**src/pkg/tsi_cfg.svh**
```systemverilog
// Offsets, field positions, reset values and counts of the tick and shared interrupt block
`ifndef TSI_CFG_SVH
`define TSI_CFG_SVH

// ----------------------------------------------------------------------------
// Register map (byte addresses)
// ----------------------------------------------------------------------------
`define TSI_ADDR_W          12
`define TSI_OFS_TICK_CTRL   12'h000
`define TSI_OFS_IRQ_EN      12'h004
`define TSI_OFS_FLAGS       12'h008
`define TSI_OFS_MASK        12'h00c

// ----------------------------------------------------------------------------
// Reset values and write masks
// ----------------------------------------------------------------------------
`define TSI_TICK_CTRL_RST   8'h37
`define TSI_TICK_CTRL_WMSK  8'hf7
`define TSI_EN_RST          6'h00
`define TSI_FLAG_RST        5'h00
`define TSI_MASK_RST        5'h00
`define TSI_RDATA_ZERO      32'h0000_0000

// ----------------------------------------------------------------------------
// Tick control fields
// ----------------------------------------------------------------------------
`define TSI_BIT_TICK_ON     7
`define TSI_BIT_CLK_SEL     6
`define TSI_T1_SEL_HI       5
`define TSI_T1_SEL_LO       4
`define TSI_T0_SEL_HI       2
`define TSI_T0_SEL_LO       0
`define TSI_T0_EXP_BASE     4'h8
`define TSI_T1_EXP_BASE     4'hc

// ----------------------------------------------------------------------------
// Timing counts
// ----------------------------------------------------------------------------
`define TSI_PRE_LAST        2'h3
`define TSI_PRE_ZERO        2'h0
`define TSI_PRE_STEP        2'h1

`endif

```
**src/pkg/tsi_pkg.sv**
```systemverilog
// Types shared by the tick and shared interrupt block
`default_nettype none
package tsi_pkg;

  // Request flags, also the layout of the flag and mask registers
  typedef struct packed {
    logic nvm_write_done_flag;
    logic tick1_req_flag;
    logic tick0_req_flag;
    logic combined1_req_flag;
    logic combined0_req_flag;
  } tsi_flags_t;

  // Enable register layout
  typedef struct packed {
    logic nvm_write_done_en;
    logic combined1_irq_en;
    logic combined0_irq_en;
    logic tick1_irq_en;
    logic tick0_irq_en;
    logic global_irq_en;
  } tsi_en_t;

  // Vector identities, in falling priority
  typedef enum logic [2:0] {
    TSI_VEC_COMB0 = 3'h0,
    TSI_VEC_COMB1 = 3'h1,
    TSI_VEC_TICK0 = 3'h2,
    TSI_VEC_TICK1 = 3'h3,
    TSI_VEC_NVM   = 3'h4
  } tsi_vec_t;

endpackage
`default_nettype wire

```
**src/rtl/tsi_tick_div.sv**
```systemverilog
// Power-of-two tick divider with selectable overflow point
`timescale 1ns/1ps
`default_nettype none
`include "tsi_cfg.svh"
module tsi_tick_div #(
  parameter int CNT_W = 15,
  parameter int EXP_W = 4
) (
  input  wire logic             clk,
  input  wire logic             rst_b,
  input  wire logic             on,
  input  wire logic             step,
  input  wire logic [EXP_W-1:0] expo,
  output var  logic             ovf
);

  logic [CNT_W-1:0] cnt_ff;
  logic [CNT_W-1:0] mask;
  logic             ovf_ff;

  // Low-order ones up to the selected exponent
  function automatic logic [CNT_W-1:0] low_ones(input logic [EXP_W-1:0] e);
    low_ones = CNT_W'((32'h1 << e) - 32'h1);
  endfunction

  assign mask = low_ones(expo);
  assign ovf  = ovf_ff;

  // Counter held at zero while off so the first period is full length
  always_ff @(posedge clk or negedge rst_b)
  begin
    if (!rst_b)
      cnt_ff <= '0;
    else if (!on)
      cnt_ff <= '0;
    else if (step)
      cnt_ff <= cnt_ff + CNT_W'(1);
  end

  // Overflow pulse when every selected bit is about to wrap
  always_ff @(posedge clk or negedge rst_b)
  begin
    if (!rst_b)
      ovf_ff <= 1'b0;
    else
      ovf_ff <= on && step && ((cnt_ff & mask) == mask);
  end

  period_wrap_a: assert property (@(posedge clk) disable iff (!rst_b)
    ovf_ff |-> ((cnt_ff & $past(mask)) == '0)) else $error("Divider did not wrap at overflow");

endmodule
`default_nettype wire

```
**src/rtl/tsi_top.sv**
```systemverilog
// Tick generators, combined and write-done interrupt sources with APB registers
//
// Overview of operation
// - Divider overflow sets that tick's request flag.
// - Tick vectors only with global, own enable, stack free.
// - Tick service clears its flag and global enable.
// - Clock select: zero aux tick, one sysclk/4.
// - Tick1 period 2^12..2^15 from bits 5:4.
// - Tick0 period power of two from bits 2:0.
// - Tick periods depend only on clock and setting.
// - Two combined interrupts built from timer compares.
// - Any member request sets combined flag.
// - Combined vectors when enabled, stack free, requested.
// - Combined service clears only its flag, global.
// - Write-done flag set when memory write ends.
// - Write-done vectors with global, own enable, stack free.
// - Write-done service clears its flag and global.
// - Global enable low blocks all vectoring; flags record.
// - Any flag rising wakes device, enables ignored.
// - Return-from-interrupt sets global; plain return does not.
//
// The register addresses and the APB slave port were chosen for this implementation.
`timescale 1ns/1ps
`default_nettype none
`include "tsi_cfg.svh"
module tsi_top #(
  parameter int MEMB_N = 4,
  parameter int CNT_W  = 15
) (
  input  wire logic                   CLK,
  input  wire logic                   RST_B,
  input  wire logic                   PSEL,
  input  wire logic                   PENABLE,
  input  wire logic                   PWRITE,
  input  wire logic [`TSI_ADDR_W-1:0] PADDR,
  input  wire logic [31:0]            PWDATA,
  output var  logic [31:0]            PRDATA,
  output var  logic                   PREADY,
  output var  logic                   PSLVERR,
  input  wire logic                   TICK_AUX,
  input  wire logic [MEMB_N-1:0]      COMB0_SRC,
  input  wire logic [MEMB_N-1:0]      COMB1_SRC,
  input  wire logic                   NVM_WRITE_DONE,
  input  wire logic                   STACK_FULL,
  input  wire logic                   IRQ_ACK,
  input  wire logic                   RETURN_FROM_IRQ,
  output var  logic                   VEC_REQ,
  output var  logic [2:0]             VEC_ID,
  output var  logic                   WAKE,
  output var  logic                   IRQ
);

  // --------------------------------------------------------------------------
  // Declarations
  // --------------------------------------------------------------------------
  logic [7:0]           tick_ctrl_ff;
  tsi_pkg::tsi_en_t     en_ff;
  tsi_pkg::tsi_flags_t  flags_ff;
  tsi_pkg::tsi_flags_t  nxt_flags;
  tsi_pkg::tsi_flags_t  mask_ff;
  tsi_pkg::tsi_flags_t  pend;
  tsi_pkg::tsi_flags_t  set_ev;
  tsi_pkg::tsi_flags_t  clr_sw;
  tsi_pkg::tsi_flags_t  clr_ack;
  logic [1:0]           pre_ff;
  logic                 aux_prev_ff;
  logic                 base_tick;
  logic                 tick_gen_on;
  logic                 tick_clk_sel;
  logic [3:0]           t0_exp;
  logic [3:0]           t1_exp;
  logic                 ovf0;
  logic                 ovf1;
  logic [MEMB_N-1:0]    comb0_prev_ff;
  logic [MEMB_N-1:0]    comb1_prev_ff;
  logic                 acc_wr;
  logic                 setup;
  logic                 hit;
  logic [31:0]          rd_mux;
  logic                 vec_req_ff;
  tsi_pkg::tsi_vec_t    vec_id_ff;
  tsi_pkg::tsi_vec_t    nxt_vec_id;
  logic                 take_ack;
  logic [31:0]          prdata_ff;
  logic                 pready_ff;
  logic                 pslverr_ff;
  logic                 wake_ff;
  logic                 irq_ff;

  // Any bit rising between two samples
  function automatic logic any_rise(input logic [MEMB_N-1:0] now, input logic [MEMB_N-1:0] was);
    any_rise = |(now & ~was);
  endfunction

  // Highest-priority pending source
  function automatic tsi_pkg::tsi_vec_t pick(input tsi_pkg::tsi_flags_t p);
    if (p.combined0_req_flag)
      pick = tsi_pkg::TSI_VEC_COMB0;
    else if (p.combined1_req_flag)
      pick = tsi_pkg::TSI_VEC_COMB1;
    else if (p.tick0_req_flag)
      pick = tsi_pkg::TSI_VEC_TICK0;
    else if (p.tick1_req_flag)
      pick = tsi_pkg::TSI_VEC_TICK1;
    else
      pick = tsi_pkg::TSI_VEC_NVM;
  endfunction

  // --------------------------------------------------------------------------
  // APB slave
  // --------------------------------------------------------------------------
  assign setup  = PSEL && !PENABLE;
  assign acc_wr = PSEL && PENABLE && PWRITE && pready_ff;
  assign hit    = (PADDR == `TSI_OFS_TICK_CTRL) || (PADDR == `TSI_OFS_IRQ_EN) ||
                  (PADDR == `TSI_OFS_FLAGS) || (PADDR == `TSI_OFS_MASK);

  // Read mux; unused upper bits read zero
  always_comb
  begin
    rd_mux = `TSI_RDATA_ZERO;
    case (PADDR)
      `TSI_OFS_TICK_CTRL: rd_mux[7:0] = tick_ctrl_ff & `TSI_TICK_CTRL_WMSK;
      `TSI_OFS_IRQ_EN:    rd_mux[5:0] = en_ff;
      `TSI_OFS_FLAGS:     rd_mux[4:0] = flags_ff;
      `TSI_OFS_MASK:      rd_mux[4:0] = mask_ff;
      default:            rd_mux      = `TSI_RDATA_ZERO;
    endcase
  end

  // Zero wait states: ready rises for the access cycle that follows setup
  always_ff @(posedge CLK or negedge RST_B)
  begin
    if (!RST_B)
    begin
      pready_ff  <= 1'b0;
      pslverr_ff <= 1'b0;
      prdata_ff  <= `TSI_RDATA_ZERO;
    end
    else
    begin
      pready_ff  <= setup;
      pslverr_ff <= setup && !hit;
      if (setup && !PWRITE)
        prdata_ff <= rd_mux;
    end
  end

  // Tick control register
  always_ff @(posedge CLK or negedge RST_B)
  begin
    if (!RST_B)
      tick_ctrl_ff <= `TSI_TICK_CTRL_RST;
    else if (acc_wr && PADDR == `TSI_OFS_TICK_CTRL)
      tick_ctrl_ff <= PWDATA[7:0] & `TSI_TICK_CTRL_WMSK;
  end

  // Mask register for the level interrupt line
  always_ff @(posedge CLK or negedge RST_B)
  begin
    if (!RST_B)
      mask_ff <= `TSI_MASK_RST;
    else if (acc_wr && PADDR == `TSI_OFS_MASK)
      mask_ff <= PWDATA[4:0];
  end

  // --------------------------------------------------------------------------
  // Tick generators
  // --------------------------------------------------------------------------
  assign tick_gen_on  = tick_ctrl_ff[`TSI_BIT_TICK_ON];
  assign tick_clk_sel = tick_ctrl_ff[`TSI_BIT_CLK_SEL];
  assign t0_exp = `TSI_T0_EXP_BASE + {1'b0, tick_ctrl_ff[`TSI_T0_SEL_HI:`TSI_T0_SEL_LO]};
  assign t1_exp = `TSI_T1_EXP_BASE + {2'b00, tick_ctrl_ff[`TSI_T1_SEL_HI:`TSI_T1_SEL_LO]};

  // Divide-by-four prescaler runs free so the period is program independent
  always_ff @(posedge CLK or negedge RST_B)
  begin
    if (!RST_B)
    begin
      pre_ff      <= `TSI_PRE_ZERO;
      aux_prev_ff <= 1'b0;
    end
    else
    begin
      pre_ff      <= pre_ff + `TSI_PRE_STEP;
      aux_prev_ff <= TICK_AUX;
    end
  end

  // Aux tick clock is sampled, so it must stay below half the system clock
  assign base_tick = tick_clk_sel ? (pre_ff == `TSI_PRE_LAST) : (TICK_AUX && !aux_prev_ff);

  tsi_tick_div #(
    .CNT_W (CNT_W),
    .EXP_W (4)
  ) u_div0 (
    .clk   (CLK),
    .rst_b (RST_B),
    .on    (tick_gen_on),
    .step  (base_tick),
    .expo  (t0_exp),
    .ovf   (ovf0)
  );

  tsi_tick_div #(
    .CNT_W (CNT_W),
    .EXP_W (4)
  ) u_div1 (
    .clk   (CLK),
    .rst_b (RST_B),
    .on    (tick_gen_on),
    .step  (base_tick),
    .expo  (t1_exp),
    .ovf   (ovf1)
  );

  // --------------------------------------------------------------------------
  // Request flags
  // --------------------------------------------------------------------------
  // Member sources are levels owned by the timer; only their rising edge counts
  always_ff @(posedge CLK or negedge RST_B)
  begin
    if (!RST_B)
    begin
      comb0_prev_ff <= '0;
      comb1_prev_ff <= '0;
    end
    else
    begin
      comb0_prev_ff <= COMB0_SRC;
      comb1_prev_ff <= COMB1_SRC;
    end
  end

  // Event, software clear and service clear terms
  always_comb
  begin
    set_ev.combined0_req_flag  = any_rise(COMB0_SRC, comb0_prev_ff);
    set_ev.combined1_req_flag  = any_rise(COMB1_SRC, comb1_prev_ff);
    set_ev.tick0_req_flag      = ovf0 && tick_gen_on;
    set_ev.tick1_req_flag      = ovf1 && tick_gen_on;
    set_ev.nvm_write_done_flag = NVM_WRITE_DONE;
    clr_sw  = (acc_wr && PADDR == `TSI_OFS_FLAGS) ? tsi_pkg::tsi_flags_t'(PWDATA[4:0]) : '0;
    clr_ack = '0;
    if (take_ack)
    begin
      case (vec_id_ff)
        tsi_pkg::TSI_VEC_COMB0: clr_ack.combined0_req_flag  = 1'b1;
        tsi_pkg::TSI_VEC_COMB1: clr_ack.combined1_req_flag  = 1'b1;
        tsi_pkg::TSI_VEC_TICK0: clr_ack.tick0_req_flag      = 1'b1;
        tsi_pkg::TSI_VEC_TICK1: clr_ack.tick1_req_flag      = 1'b1;
        tsi_pkg::TSI_VEC_NVM:   clr_ack.nvm_write_done_flag = 1'b1;
        default:                clr_ack                     = '0;
      endcase
    end
    nxt_flags = (flags_ff & ~clr_sw & ~clr_ack) | set_ev; // an event beats a clear in the same cycle
  end

  // Flags record events whatever the enables say
  always_ff @(posedge CLK or negedge RST_B)
  begin
    if (!RST_B)
      flags_ff <= `TSI_FLAG_RST;
    else
      flags_ff <= nxt_flags;
  end

  // --------------------------------------------------------------------------
  // Enables and global enable
  // --------------------------------------------------------------------------
  assign take_ack = IRQ_ACK && vec_req_ff;

  // Service clears global enable; return-from-interrupt sets it
  always_ff @(posedge CLK or negedge RST_B)
  begin
    if (!RST_B)
      en_ff <= `TSI_EN_RST;
    else
    begin
      if (acc_wr && PADDR == `TSI_OFS_IRQ_EN)
        en_ff <= PWDATA[5:0];
      if (RETURN_FROM_IRQ)
        en_ff.global_irq_en <= 1'b1;
      if (take_ack)
        en_ff.global_irq_en <= 1'b0;
    end
  end

  // --------------------------------------------------------------------------
  // Vector request to the sequencer
  // --------------------------------------------------------------------------
  always_comb
  begin
    pend.combined0_req_flag  = flags_ff.combined0_req_flag && en_ff.combined0_irq_en;
    pend.combined1_req_flag  = flags_ff.combined1_req_flag && en_ff.combined1_irq_en;
    pend.tick0_req_flag      = flags_ff.tick0_req_flag && en_ff.tick0_irq_en;
    pend.tick1_req_flag      = flags_ff.tick1_req_flag && en_ff.tick1_irq_en;
    pend.nvm_write_done_flag = flags_ff.nvm_write_done_flag && en_ff.nvm_write_done_en;
    nxt_vec_id = pick(pend);
  end

  // A full stack or cleared global enable holds every request off
  always_ff @(posedge CLK or negedge RST_B)
  begin
    if (!RST_B)
    begin
      vec_req_ff <= 1'b0;
      vec_id_ff  <= tsi_pkg::TSI_VEC_COMB0;
    end
    else
    begin
      vec_req_ff <= en_ff.global_irq_en && !STACK_FULL && (|pend) && !take_ack;
      vec_id_ff  <= nxt_vec_id;
    end
  end

  // --------------------------------------------------------------------------
  // Wake and interrupt line
  // --------------------------------------------------------------------------
  always_ff @(posedge CLK or negedge RST_B)
  begin
    if (!RST_B)
    begin
      wake_ff <= 1'b0;
      irq_ff  <= 1'b0;
    end
    else
    begin
      wake_ff <= |(nxt_flags & ~flags_ff);
      irq_ff  <= |(nxt_flags & mask_ff);
    end
  end

  assign PRDATA  = prdata_ff;
  assign PREADY  = pready_ff;
  assign PSLVERR = pslverr_ff;
  assign VEC_REQ = vec_req_ff;
  assign VEC_ID  = vec_id_ff;
  assign WAKE    = wake_ff;
  assign IRQ     = irq_ff;

  // --------------------------------------------------------------------------
  // Assertions
  // --------------------------------------------------------------------------
  tick_flag_set_a: assert property (@(posedge CLK) disable iff (!RST_B)
    (ovf0 && tick_gen_on) |=> flags_ff.tick0_req_flag) else $error("Tick0 overflow lost");
  vec_gate_a: assert property (@(posedge CLK) disable iff (!RST_B)
    VEC_REQ |-> $past(en_ff.global_irq_en && !STACK_FULL)) else $error("Vector without enable");
  ack_clears_a: assert property (@(posedge CLK) disable iff (!RST_B)
    (take_ack && vec_id_ff == tsi_pkg::TSI_VEC_TICK0 && !set_ev.tick0_req_flag)
    |=> !flags_ff.tick0_req_flag && !en_ff.global_irq_en && !VEC_REQ) else $error("Service clear missed");
  presc_sel_a: assert property (@(posedge CLK) disable iff (!RST_B)
    (tick_clk_sel && base_tick ##1 tick_clk_sel) |-> !base_tick ##1 (!tick_clk_sel || !base_tick))
    else $error("Sysclk/4 too fast");
  t1_period_a: assert property (@(posedge CLK) disable iff (!RST_B)
    (ovf1 && $past(t0_exp <= t1_exp)) |-> ovf0) else $error("Tick1 ratio out of range");
  comb_set_a: assert property (@(posedge CLK) disable iff (!RST_B)
    any_rise(COMB1_SRC, comb1_prev_ff) |=> flags_ff.combined1_req_flag) else $error("Member rise lost");
  nvm_set_a: assert property (@(posedge CLK) disable iff (!RST_B)
    NVM_WRITE_DONE |=> flags_ff.nvm_write_done_flag ##1 1'b1) else $error("Write done lost");
  return_from_irq_a: assert property (@(posedge CLK) disable iff (!RST_B)
    (RETURN_FROM_IRQ && !take_ack) |=> en_ff.global_irq_en) else $error("Return did not enable");
  wake_a: assert property (@(posedge CLK) disable iff (!RST_B)
    $rose(flags_ff.tick1_req_flag) |-> WAKE) else $error("No wake on flag rise");
  tick_off_a: assert property (@(posedge CLK) disable iff (!RST_B)
    (!tick_gen_on ##1 !tick_gen_on) |-> !ovf0 && !ovf1) else $error("Divider ran while off");

endmodule
`default_nettype wire

```
**config.mk**
```make
export PLATFORM = sky130hd
export DESIGN_NAME = tsi_top
export DESIGN_NICKNAME = d
export VERILOG_FILES = /design/src/pkg/tsi_pkg.sv /design/src/rtl/tsi_tick_div.sv /design/src/rtl/tsi_top.sv
export VERILOG_INCLUDE_DIRS = /design/src /design/src/pkg
export SDC_FILE = /design/constraint.sdc
export NUM_CORES = 1
export LEC_CHECK = 0
export ABC_AREA = 1
export BUFFER_PORTS_ARGS = -buffer_cell sky130_fd_sc_hd__buf_2
export CORE_MARGIN = 5
export CORE_UTILIZATION = 54
export DETAILED_ROUTE_END_ITERATION = 12
export PLACE_DENSITY_LB_ADDON = 0.25
export SETUP_SLACK_MARGIN = 0.05
export SLEW_MARGIN = 20
export SYNTH_ARGS = -nofsm -noshare
export SYNTH_HDL_FRONTEND = slang
export SYNTH_SLANG_ARGS = --single-unit
```
**constraint.sdc**
```tcl
create_clock -name CLK -period 3.5 [get_ports CLK]
set_clock_uncertainty 0.2 [all_clocks]
set_input_delay 0.35 -clock CLK [delete_from_list [all_inputs] [get_ports CLK]]
set_output_delay 0.35 -clock CLK [all_outputs]
set_load 0.05 [all_outputs]
```
==> impl_metrics.yaml, run 1 <==
run_status:
  status: "completed"
logic_synthesis:
  synth_warnings: 0
  yosys_register_bits: 82
  ys_types: 47
  synth_ff_type: "dfrtp_1"
  synth_cells: 505
  synthArstFlopShare_pct: 100
  synth_area_um2: 4290
  synth_edf_count: 0
  avgSynthCellArea_um2: 8.49
  synth_top_area_share_pct: 44.9
  yosysMostFrequentCell: "nand2_1"
  ys_seq_area_share_pct: 48.0
  synth_area_leaders: "dfrtp_1 45%, nand2_1 8.3%, inv_1 5.4%"
  synth_common_cells: "95 x nand2_1, 77 x dfrtp_1, 62 x inv_1"
  yosysTopAreaCell: "dfrtp_1"
routing:
  drc: 0
  drtIter0Drc: 180
  wl_per_cell_um: 14.5
  num_vias: 3673
  dr.pass1.iters: 5
  viasPerCell: 5.39
  ant_nets: 0
  drt_wl_total_um: 9910
critical_path:
  critical_path.max_stage_delay_ns: 0.51
  cp_cell_sequence: "dlygate4sd3_1 > buf_2 > nand3b_1 > nand2_2 > nand2_1 > nor2_2 > inv_1 > a221oi_1"
  endpoint_kind: "flip-flop"
  crit_family: "simple AND/OR/NAND/NOR gates"
  required_ns: 3.52
  reg2reg_depth: 7
  worst_path_max_delay_cell: "dlygate4sd3_1"
  cp_num_cells: 8
  criticalPathCategory: "input port to flip-flop"
  worst-path-buf-inv: 3
  critPathMaxFanout: 17
  startpoint_type: "input port"
  arrival_ns: 2.12
pwr:
  power.total_mw: 1.92
  vdd_drop_max_uv: 173
  p_per_area_nw_per_um2: 392
  power_leakage_nw: 2.48
placed_design:
  gp_congestion: 0.897
  dpl.hpwl_um: 7160
  numPortBuffers: 53
grt:
  grt_use_total_pct: 20.5
  grt_overflow: 0
  grt_pass1_wl_um: 16400
  grt_pass1_vias: 3575
  antenna_found_initial: 0
  grt_max_degree: 83
clock_network:
  clk_pin_slew_ns: 0.08
  numCtsBuffers: 9
  insertion_delay_ns: 0.36
  clkSinkCount: 82
  hold_buffers: 11
  cts-root-buf: "clkbuf_8"
  cts_tree: "yes"
  postCtsSetupBuffers: 0
  cts.htree.levels: 3
  clk_path_buf_depth: 2
  cts_resized: 0
timing:
  finalSetupTns_ns: 0
  timing.fmax_mhz: 477
  setup_violations: 0
  max_slew_margin_pct: 51.6
  maxSlewViolCount: 0
  grt_setup_unrepaired: "false"
  timing.final.crit_share_pct: 59.9
  period_needed_ns: 2.10
  finalHoldViolations: 0
  worst-slew-pin-transition_ns: 0.726
layout:
  n_antenna_cell: 0
  syn_to_final_growth_pct: 14.2
  nets: 641
  fill_cells: 656
  final_layout_size_suffix_gt1_share_pct: 19.1
worst_hold_path:
  min_path_type: "input port to flip-flop"
  whs_path_depth: 3
flow_run:
  maxCapViolCount: 0
floorplanning:
  row_count: 32
  initial_core_util_pct: 55.5
  die_h_um: 99.1
  core_um2: 7730
  die-area_um2: 9820
  die_w_um: 99.1
  ioPinCount: 102
[layer usage]
metal,GRT usage [%],vias up,part of all wire (%)
met5,0,-,0
met4,5.57,0,1.3
met3,4.91,14,8.1
met2,34.8,155,48
met1,26.4,1722,42
li1,-,1782,-
[worst register-to-register path, cell delays in order, from the launching register on]
cell	delay, ns
dfrtp_1	0.41
inv_2	0.11
nand3b_1	0.10
nand2_2	0.29
nand2_1	0.18
nor2_2	0.18
inv_1	0.08
a221oi_1	0.33
[report_power, final]
part	internal (mW)	switching, mW
Combinational	0.0431	0.132
Clock	0.403	0.358
Sequential	0.966	0.0147
Total	1.41	0.505
[flip-flops by register name, indices dropped and copies added, names as in the netlist, 2 cells and up]
name	cells
mask_ff	5
flags_ff	5
VEC_ID	3
tick_ctrl_ff	7
comb1_prev_ff	4
en_ff	6
u_div1.cnt_ff	15
PRDATA	8
comb0_prev_ff	4
u_div0.cnt_ff	15
pre_ff	2
[stage by stage]
stage / cell area, µm² / worst slack [ns] / util (%) / hold slack (ns) / cells
after floorplan: 4380 / 1.65 / - / -0.146 / 528
after global placement: 4550 / 1.53 / 58.9 / 0.213 / 654
after detailed placement: 4550 / 1.51 / 58.9 / 0.226 / 654
after CTS: 4880 / 1.40 / 63.2 / 0.00495 / 681
after global routing: 4900 / 1.28 / 63.4 / 0.0300 / 682
final: 4900 / 1.40 / 63.4 / 0.0226 / 682
[cells in the final DEF, fill, tap and decap left out, types with 3 or more instances in the layout]
cell,instances
a21oi_1,24
nor3_2,3
nor2_4,3
nand2_2,8
inv_1,62
nor4_2,3
clkbuf_8,9
nand2_1,95
dlygate4sd3_1,12
dfrtp_1,77
o31ai_1,3
nand3_1,25
inv_2,7
ha_1,4
a31oi_1,5
nor3_4,3
o22ai_1,8
nand4_1,16
o21ai_0,34
dfstp_2,5
nor2_2,4
buf_2,52
nor2_1,39
o21ai_1,11
nor3_1,8
conb_1,24
clkinvlp_4,3
[final cells by class]
| cell class | count | area (µm²) | area share, % |
|---|---|---|---|
| Inverter | 70 | 263 | 5.37 |
| Multi-Input combinational cell | 346 | 1830 | 37.4 |
| Clock buffer | 10 | 128 | 2.61 |
| Sequential cell | 82 | 2060 | 42.0 |
| Clock inverter | 6 | 91.3 | 1.87 |
| Tap cell | 102 | 128 | 2.61 |
| Timing Repair Buffer | 66 | 399 | 8.15 |
[logic make-up (layout without fill, tap and decap cells)]
logic type,Yosys count,after routing,synth area share [%]
muxes,1,1,0.263
adders and majority gates,4,4,1.17
and+or+nand+nor,215,215,25.5
buffers and inverters,100,152,11.3
AOI/OAI and AO/OA,102,102,13.7
other,1,24,0.0874
DFF,82,82,48.0
[path summary, 6_finish.rpt]
path / slack, ns / start / to
min in group asynchronous: 0.39 / RST_B / comb1_prev_ff[2]$_DFF_PN0_
max in group asynchronous: 2.20 / RST_B / u_div1.cnt_ff[12]$_DFFE_PN0P_
setup reg to reg: 1.50 / tick_ctrl_ff[6]$_DFFE_PN0P_ / u_div0.cnt_ff[8]$_DFFE_PN0P_
hold / removal: 0.02 / PWDATA[7] / tick_ctrl_ff[7]$_DFFE_PN0P_
setup / recovery: 1.40 / TICK_AUX / u_div0.cnt_ff[8]$_DFFE_PN0P_
hold reg to reg: 0.23 / pre_ff[0]$_DFF_PN0_ / pre_ff[0]$_DFF_PN0_
Note: power is estimated with default switching activity, not from simulation.
==> inputs of run 2 (changes only) <==
Settings changed: CORE_UTILIZATION 54 to 49.
Clock period 3.5 ns to 1.75 ns, I/O delays scaled along.
==> run 2 against run 1 <==
- routed wire length rose by 6.0%
- largest power group unchanged
- sequential share of layout area is 4.3 points lower
- total power rose by 99%
- highest routed layer unchanged
- global-route usage is 0.74 points lower
- cell area increased by 11%
- die area is 9.2% higher
- non-clock buffer count is 50 higher
- clock power up 91%
==> impl_metrics.yaml, run 2 (synthesis results as in run 1) <==
critical_path:
  ff2ff_setup_slack_ns: 0.03
  r2r-start: "tick_ctrl_ff[6]$_DFFE_PN0P_"
  critPathCapture: "u_div0.cnt_ff[11]$_DFFE_PN0P_"
  required_ns: 1.84
  reg2reg_depth: 10
  criticalPathCategory: "flip-flop to flip-flop"
  endpoint_kind: "flip-flop"
  worstReg2RegEnd: "u_div0.cnt_ff[11]$_DFFE_PN0P_"
  critPathMaxFanout: 5
  startpoint_type: "flip-flop"
  cp-startpoint: "tick_ctrl_ff[6]$_DFFE_PN0P_"
  arrival_ns: 1.80
layout:
  final_layout_size_suffix_gt1_share_pct: 27.1
  layout_common_cells: "94 x nand2_1, 76 x dfrtp_1, 58 x inv_1"
  syn_to_final_growth_pct: 27.3
  multiInputGateArea_um2: 1960
  n_antenna_cell: 0
  final_util_pct: 63.2
  nets: 691
  mostFrequentLayoutCell: "nand2_1"
  seq_area_um2: 2060
  fill_cells: 748
grt:
  use_met2_pct: 31.8
  grt_use_met3_pct: 4.35
  antenna_found_initial: 0
  grt_pass1_vias: 3737
  grt_pass1_wl_um: 17700
  met1_usage_pct: 25.5
  busiest_layer: "met2"
  grt_overflow: 0
  grt_max_degree: 38
  grt_use_total_pct: 19.8
timing:
  grt_setup_unrepaired: "true"
  timing.fmax_mhz: 583
  period_needed_ns: 1.72
  finalHoldViolations: 0
  maxSlewViolCount: 0
  setup_violations: 0
  finalSetupTns_ns: 0
  timing.final.crit_share_pct: 98.0
run_status:
  status: "completed"
clock_network:
  cts-root-buf: "clkbuf_8"
  clkSinkCount: 82
  cts_tree: "yes"
  numCtsBuffers: 9
  clk_pin_slew_ns: 0.10
  clk_path_buf_depth: 2
  insertion_delay_ns: 0.36
  cts.htree.levels: 3
placed_design:
  dpl.hpwl_um: 7610
  numPortBuffers: 53
  gp_congestion: 0.960
flow_run:
  maxCapViolCount: 0
floorplanning:
  die-area_um2: 10700
  initial_core_util_pct: 49.7
  ioPinCount: 102
  die_h_um: 104
  row_count: 34
  core_um2: 8640
  die_w_um: 104
worst_hold_path:
  min_path_type: "input port to flip-flop"
routing:
  viasPerCell: 5.12
  ant_nets: 0
  drtIter0Drc: 191
  drt_wl_total_um: 10500
  wl_per_cell_um: 14.2
  drc: 0
  dr.pass1.iters: 4
  num_vias: 3780
pwr:
  power_leakage_nw: 2.78
  p_per_area_nw_per_um2: 698
  vdd_drop_max_uv: 337
==> run 2: worst max-delay path: stages, from the launching register on <==
cell and delay, ns:
dfrtp_1 0.41, inv_2 0.06, nand3b_1 0.11, nand2_4 0.15, buf_6 0.13, nand3_4 0.07, nor2_4 0.18, nand2_4 0.08
o21ai_2 0.12, nand2_1 0.06, nor2_1 0.08
==> run 2: metrics by stage <==
stage,setup slack [ns],hold slack (ns),power [mW],instances,area [µm²]
global route,-0.0459,0.0425,3.96,738,5460
finish,0.0344,0.0179,3.81,738,5460
global placement,0.0358,-0.0699,2.34,688,4800
floorplan,0.0436,-0.321,2.25,528,4380
detailed placement,-0.0127,-0.0628,2.35,688,4800
CTS,0.0427,0.0180,3.84,732,5290
==> run 2: how the worst min path moves through the flow <==
stage | endpoint | cells after the start | slack (ns) | startpoint
final | PRDATA[5]$_DFFE_PN0P_ | 4 | 0.02 | PWRITE
after floorplan | IRQ$_DFF_PN0_ | 0 | -0.32 | RST_B
after CTS | PRDATA[5]$_DFFE_PN0P_ | 4 | 0.02 | PWRITE
after global placement | comb1_prev_ff[0]$_DFF_PN0_ | 1 | -0.07 | RST_B
after global routing | PRDATA[5]$_DFFE_PN0P_ | 4 | 0.04 | PWRITE
after detailed placement | comb1_prev_ff[0]$_DFF_PN0_ | 1 | -0.06 | RST_B
==> run 2: power by group <==
part	switching, mW	internal [mW]	total, mW
combinational	0.276	0.119	0.395
sequential	0.0330	1.93	1.97
clock	0.766	0.684	1.45
total	1.08	2.74	3.81
==> run 2: final cells by class <==
class                           count  area share (%)
Tap cell                          108            2.48
Timing Repair Buffer              116            15.3
Inverter                           70            4.81
Clock buffer                        9            2.27
Multi-Input combinational cell    346            35.9
Clock inverter                      7            1.51
Sequential cell                    82            37.7
==> run 2: timing repair <==
item / CTS / global route
endpoints found under the setup margin: 9 / 25
buffers inserted: 3 / 6
endpoints found under the hold margin: 112 / 0
hold buffers: 25 / 0
resized for setup: 5 / 41
pin swaps: 2 / 17
==> run 2: metal layers <==
metal | vias to the layer above | part of all wire [%]
li1 | 1880 | -
met1 | 1780 | 43
met2 | 95 | 49
met5 | - | 0
met3 | 25 | 4.9
met4 | 0 | 2.6
==> inputs of run 3 (changes only) <==
Settings changed: ABC_AREA 1 to 0, CORE_UTILIZATION 49 to 50, CTS_BUF_LIST from default to sky130_fd_sc_hd__clkbuf_8.
==> run 3 against run 2 <==
- the run now ends with negative setup slack left
- die area decreased by 6.3%
- register-to-register slack got worse by 0.42 ns
- global-route usage increased by 0.48 points
- first-iteration DRC count decreased by 60%
- cell count decreased by 14%
- cell area increased by 4.8%
- critical path depth decreased by 4
- sequential power decreased by 3%
- critical path type is now input port to flip-flop
==> impl_metrics.yaml, run 3 <==
run_status:
  status: "finished, violations left"
  violations: "negative setup slack"
logic_synthesis:
  synthSimpleGateAreaFrac_pct: 16.6
  yosys_register_bits: 82
  yosysTopAreaCell: "dfrtp_1"
  synth_cells: 390
  synth_mux_area_share_pct: 7.43
  synth_edf_count: 0
  synth_top_area_share_pct: 47.3
  synth_warnings: 0
  yosysMostFrequentCell: "dfrtp_1"
  synth_area_leaders: "dfrtp_1 47%, mux2_2 4.7%, buf_4 4.4%"
  synth_top_family_by_area: "simple AND/OR/NAND/NOR gates"
  ys_seq_area_share_pct: 50.5
  synth_ff_type: "dfrtp_1"
  avgSynthCellArea_um2: 10.4
  synth_adder_area_share_pct: 1.23
  ys_types: 59
  synth_xor_xnor_area_share_pct: 4.52
  synth_area_um2: 4070
  synth_compound_area_share_pct: 12.2
  synthArstFlopShare_pct: 100
  synth_common_cells: "77 x dfrtp_1, 35 x nand2_1, 30 x nor2_1"
timing:
  setup_violations: 36
  maxSlewViolCount: 0
  finalSetupTns_ns: -8.42
  worst_slack_ns: -0.437
  finalHoldViolations: 0
  hold_slack_ns: 0.00453
  worst-slew-pin-transition_ns: 0.496
  period_needed_ns: 2.19
  timing.final.crit_share_pct: 125
  grt_setup_unrepaired: "true"
  timing.fmax_mhz: 457
  max_slew_margin_pct: 66.0
layout:
  seq_area_um2: 2060
  mostFrequentLayoutCell: "dfrtp_1"
  fill_cells: 603
  fin_area_um2: 5720
  final_layout_size_suffix_gt1_share_pct: 41.1
  layout.cells.non_filler: 636
  multiInputGateArea_um2: 2230
  nets: 592
  layout_common_cells: "75 x dfrtp_1, 50 x buf_2, 49 x buf_4"
  syn_to_final_growth_pct: 40.5
  n_antenna_cell: 0
clock_network:
  clkSinkCount: 82
  clk_path_buf_depth: 2
  numCtsBuffers: 9
  cts.htree.levels: 3
  cts-root-buf: "clkbuf_8"
  cts_tree: "yes"
  clk_pin_slew_ns: 0.10
  insertion_delay_ns: 0.37
critical_path:
  worst_path_max_delay_cell: "or4_4"
  startpoint_type: "input port"
  cp_cell_sequence: "buf_6 > or4_4 > or4_4 > or3_4 > nor2_8 > mux2_4"
  arrival_ns: 2.24
  crit_family: "simple AND/OR/NAND/NOR gates"
  reg2reg_depth: 7
  crit_top_cell: "or4_4"
  cp_num_cells: 6
  endpoint_kind: "flip-flop"
  worst-path-buf-inv: 1
  critPathMaxFanout: 7
  required_ns: 1.80
  criticalPathCategory: "input port to flip-flop"
  critical_path.max_stage_delay_ns: 0.53
floorplanning:
  die_h_um: 100
  ioPinCount: 102
  row_count: 33
  die_w_um: 100
  die-area_um2: 10100
  core_um2: 8090
  initial_core_util_pct: 50.3
worst_hold_path:
  whs_path_depth: 3
  min_path_type: "input port to flip-flop"
routing:
  viasPerCell: 5.30
  drtIter0Drc: 76
  num_vias: 3372
  ant_nets: 0
  drt_wl_total_um: 10200
  dr.pass1.iters: 4
  wl_per_cell_um: 16.0
  drc: 0
pwr:
  vdd_drop_max_uv: 369
  power_leakage_nw: 2.56
  p_per_area_nw_per_um2: 640
grt:
  grt_max_degree: 33
  grt_pass1_wl_um: 16200
  grt_pass1_vias: 3488
  grt_use_total_pct: 20.3
  antenna_found_initial: 0
  grt_overflow: 0
placed_design:
  gp_congestion: 0.834
  dpl.hpwl_um: 6850
  place_area_um2: 4800
  numPortBuffers: 53
  place_ws_ns: -0.774
  placed_cells: 585
flow_run:
  maxCapViolCount: 0
[run 3: area by class of cell]
cell class / count / share of cell area (%)
Inverter: 20 / 1.31
Tap cell: 105 / 2.30
Timing Repair Buffer: 137 / 18.1
Multi-Input combinational cell: 276 / 38.9
Sequential cell: 82 / 36.0
Clock inverter: 7 / 1.16
Clock buffer: 9 / 2.16
[run 3: cell families after synthesis]
| family | count (synthesis) |
|---|---|
| buffers and inverters | 56 |
| and+or+nand+nor | 128 |
| other | 1 |
| muxes | 23 |
| adders and majority gates | 4 |
| AOI/OAI and AO/OA | 75 |
| xor gates and xnor gates | 21 |
| DFF | 82 |
[run 3: final timing paths]
kind                                             start                          end  slack [ns]
max                                           PADDR[8]  tick_ctrl_ff[7]$_DFFE_PN0P_       -0.44
min                                               PSEL             PREADY$_DFF_PN0_       0.005
max reg2reg                tick_ctrl_ff[2]$_DFFE_PN1P_         u_div0.ovf$_DFF_PN0_       -0.39
min reg2reg                        pre_ff[0]$_DFF_PN0_          pre_ff[0]$_DFF_PN0_        0.24
max in group asynchronous                        RST_B  tick_ctrl_ff[1]$_DFFE_PN1P_        0.70
min in group asynchronous                        RST_B        flags_ff[4]$_DFF_PN0_        0.04
[run 3: metal layers]
metal	global-route usage (%)	wire length (µm)	up-vias
met3	4.17	489	13
met5	0	0	-
met4	6.74	142	0
met1	26.6	4350	1679
met2	33.7	5190	81
li1	-	-	1599
[run 3: worst min-delay path, stage by stage]
cell and delay (ns):
buf_2 0.10, buf_4 0.12, nor2b_1 0.14
[run 3: what timing repair did]
item / in CTS / in global routing
hold buffers: 22 / 0
endpoints found under the setup margin: 43 / 51
resized for setup: 30 / 56
gates cloned: 0 / 1
buffers inserted: 5 / 7
endpoints found under the hold margin: 117 / 0
pin swaps: 19 / 24
[run 3: per-stage QoR]
step	utilization, %	power [mW]
floorplan	-	2.17
global placement	59.4	2.25
detailed placement	59.4	2.26
CTS	66.8	3.65
global route	70.7	3.79
finish	70.7	3.66
[run 3: power breakdown]
part           internal (mW)  total (mW)  switching (mW)
Combinational          0.128       0.373           0.245
Sequential              1.91        1.91         0.00486
Clock                  0.559        1.38           0.816
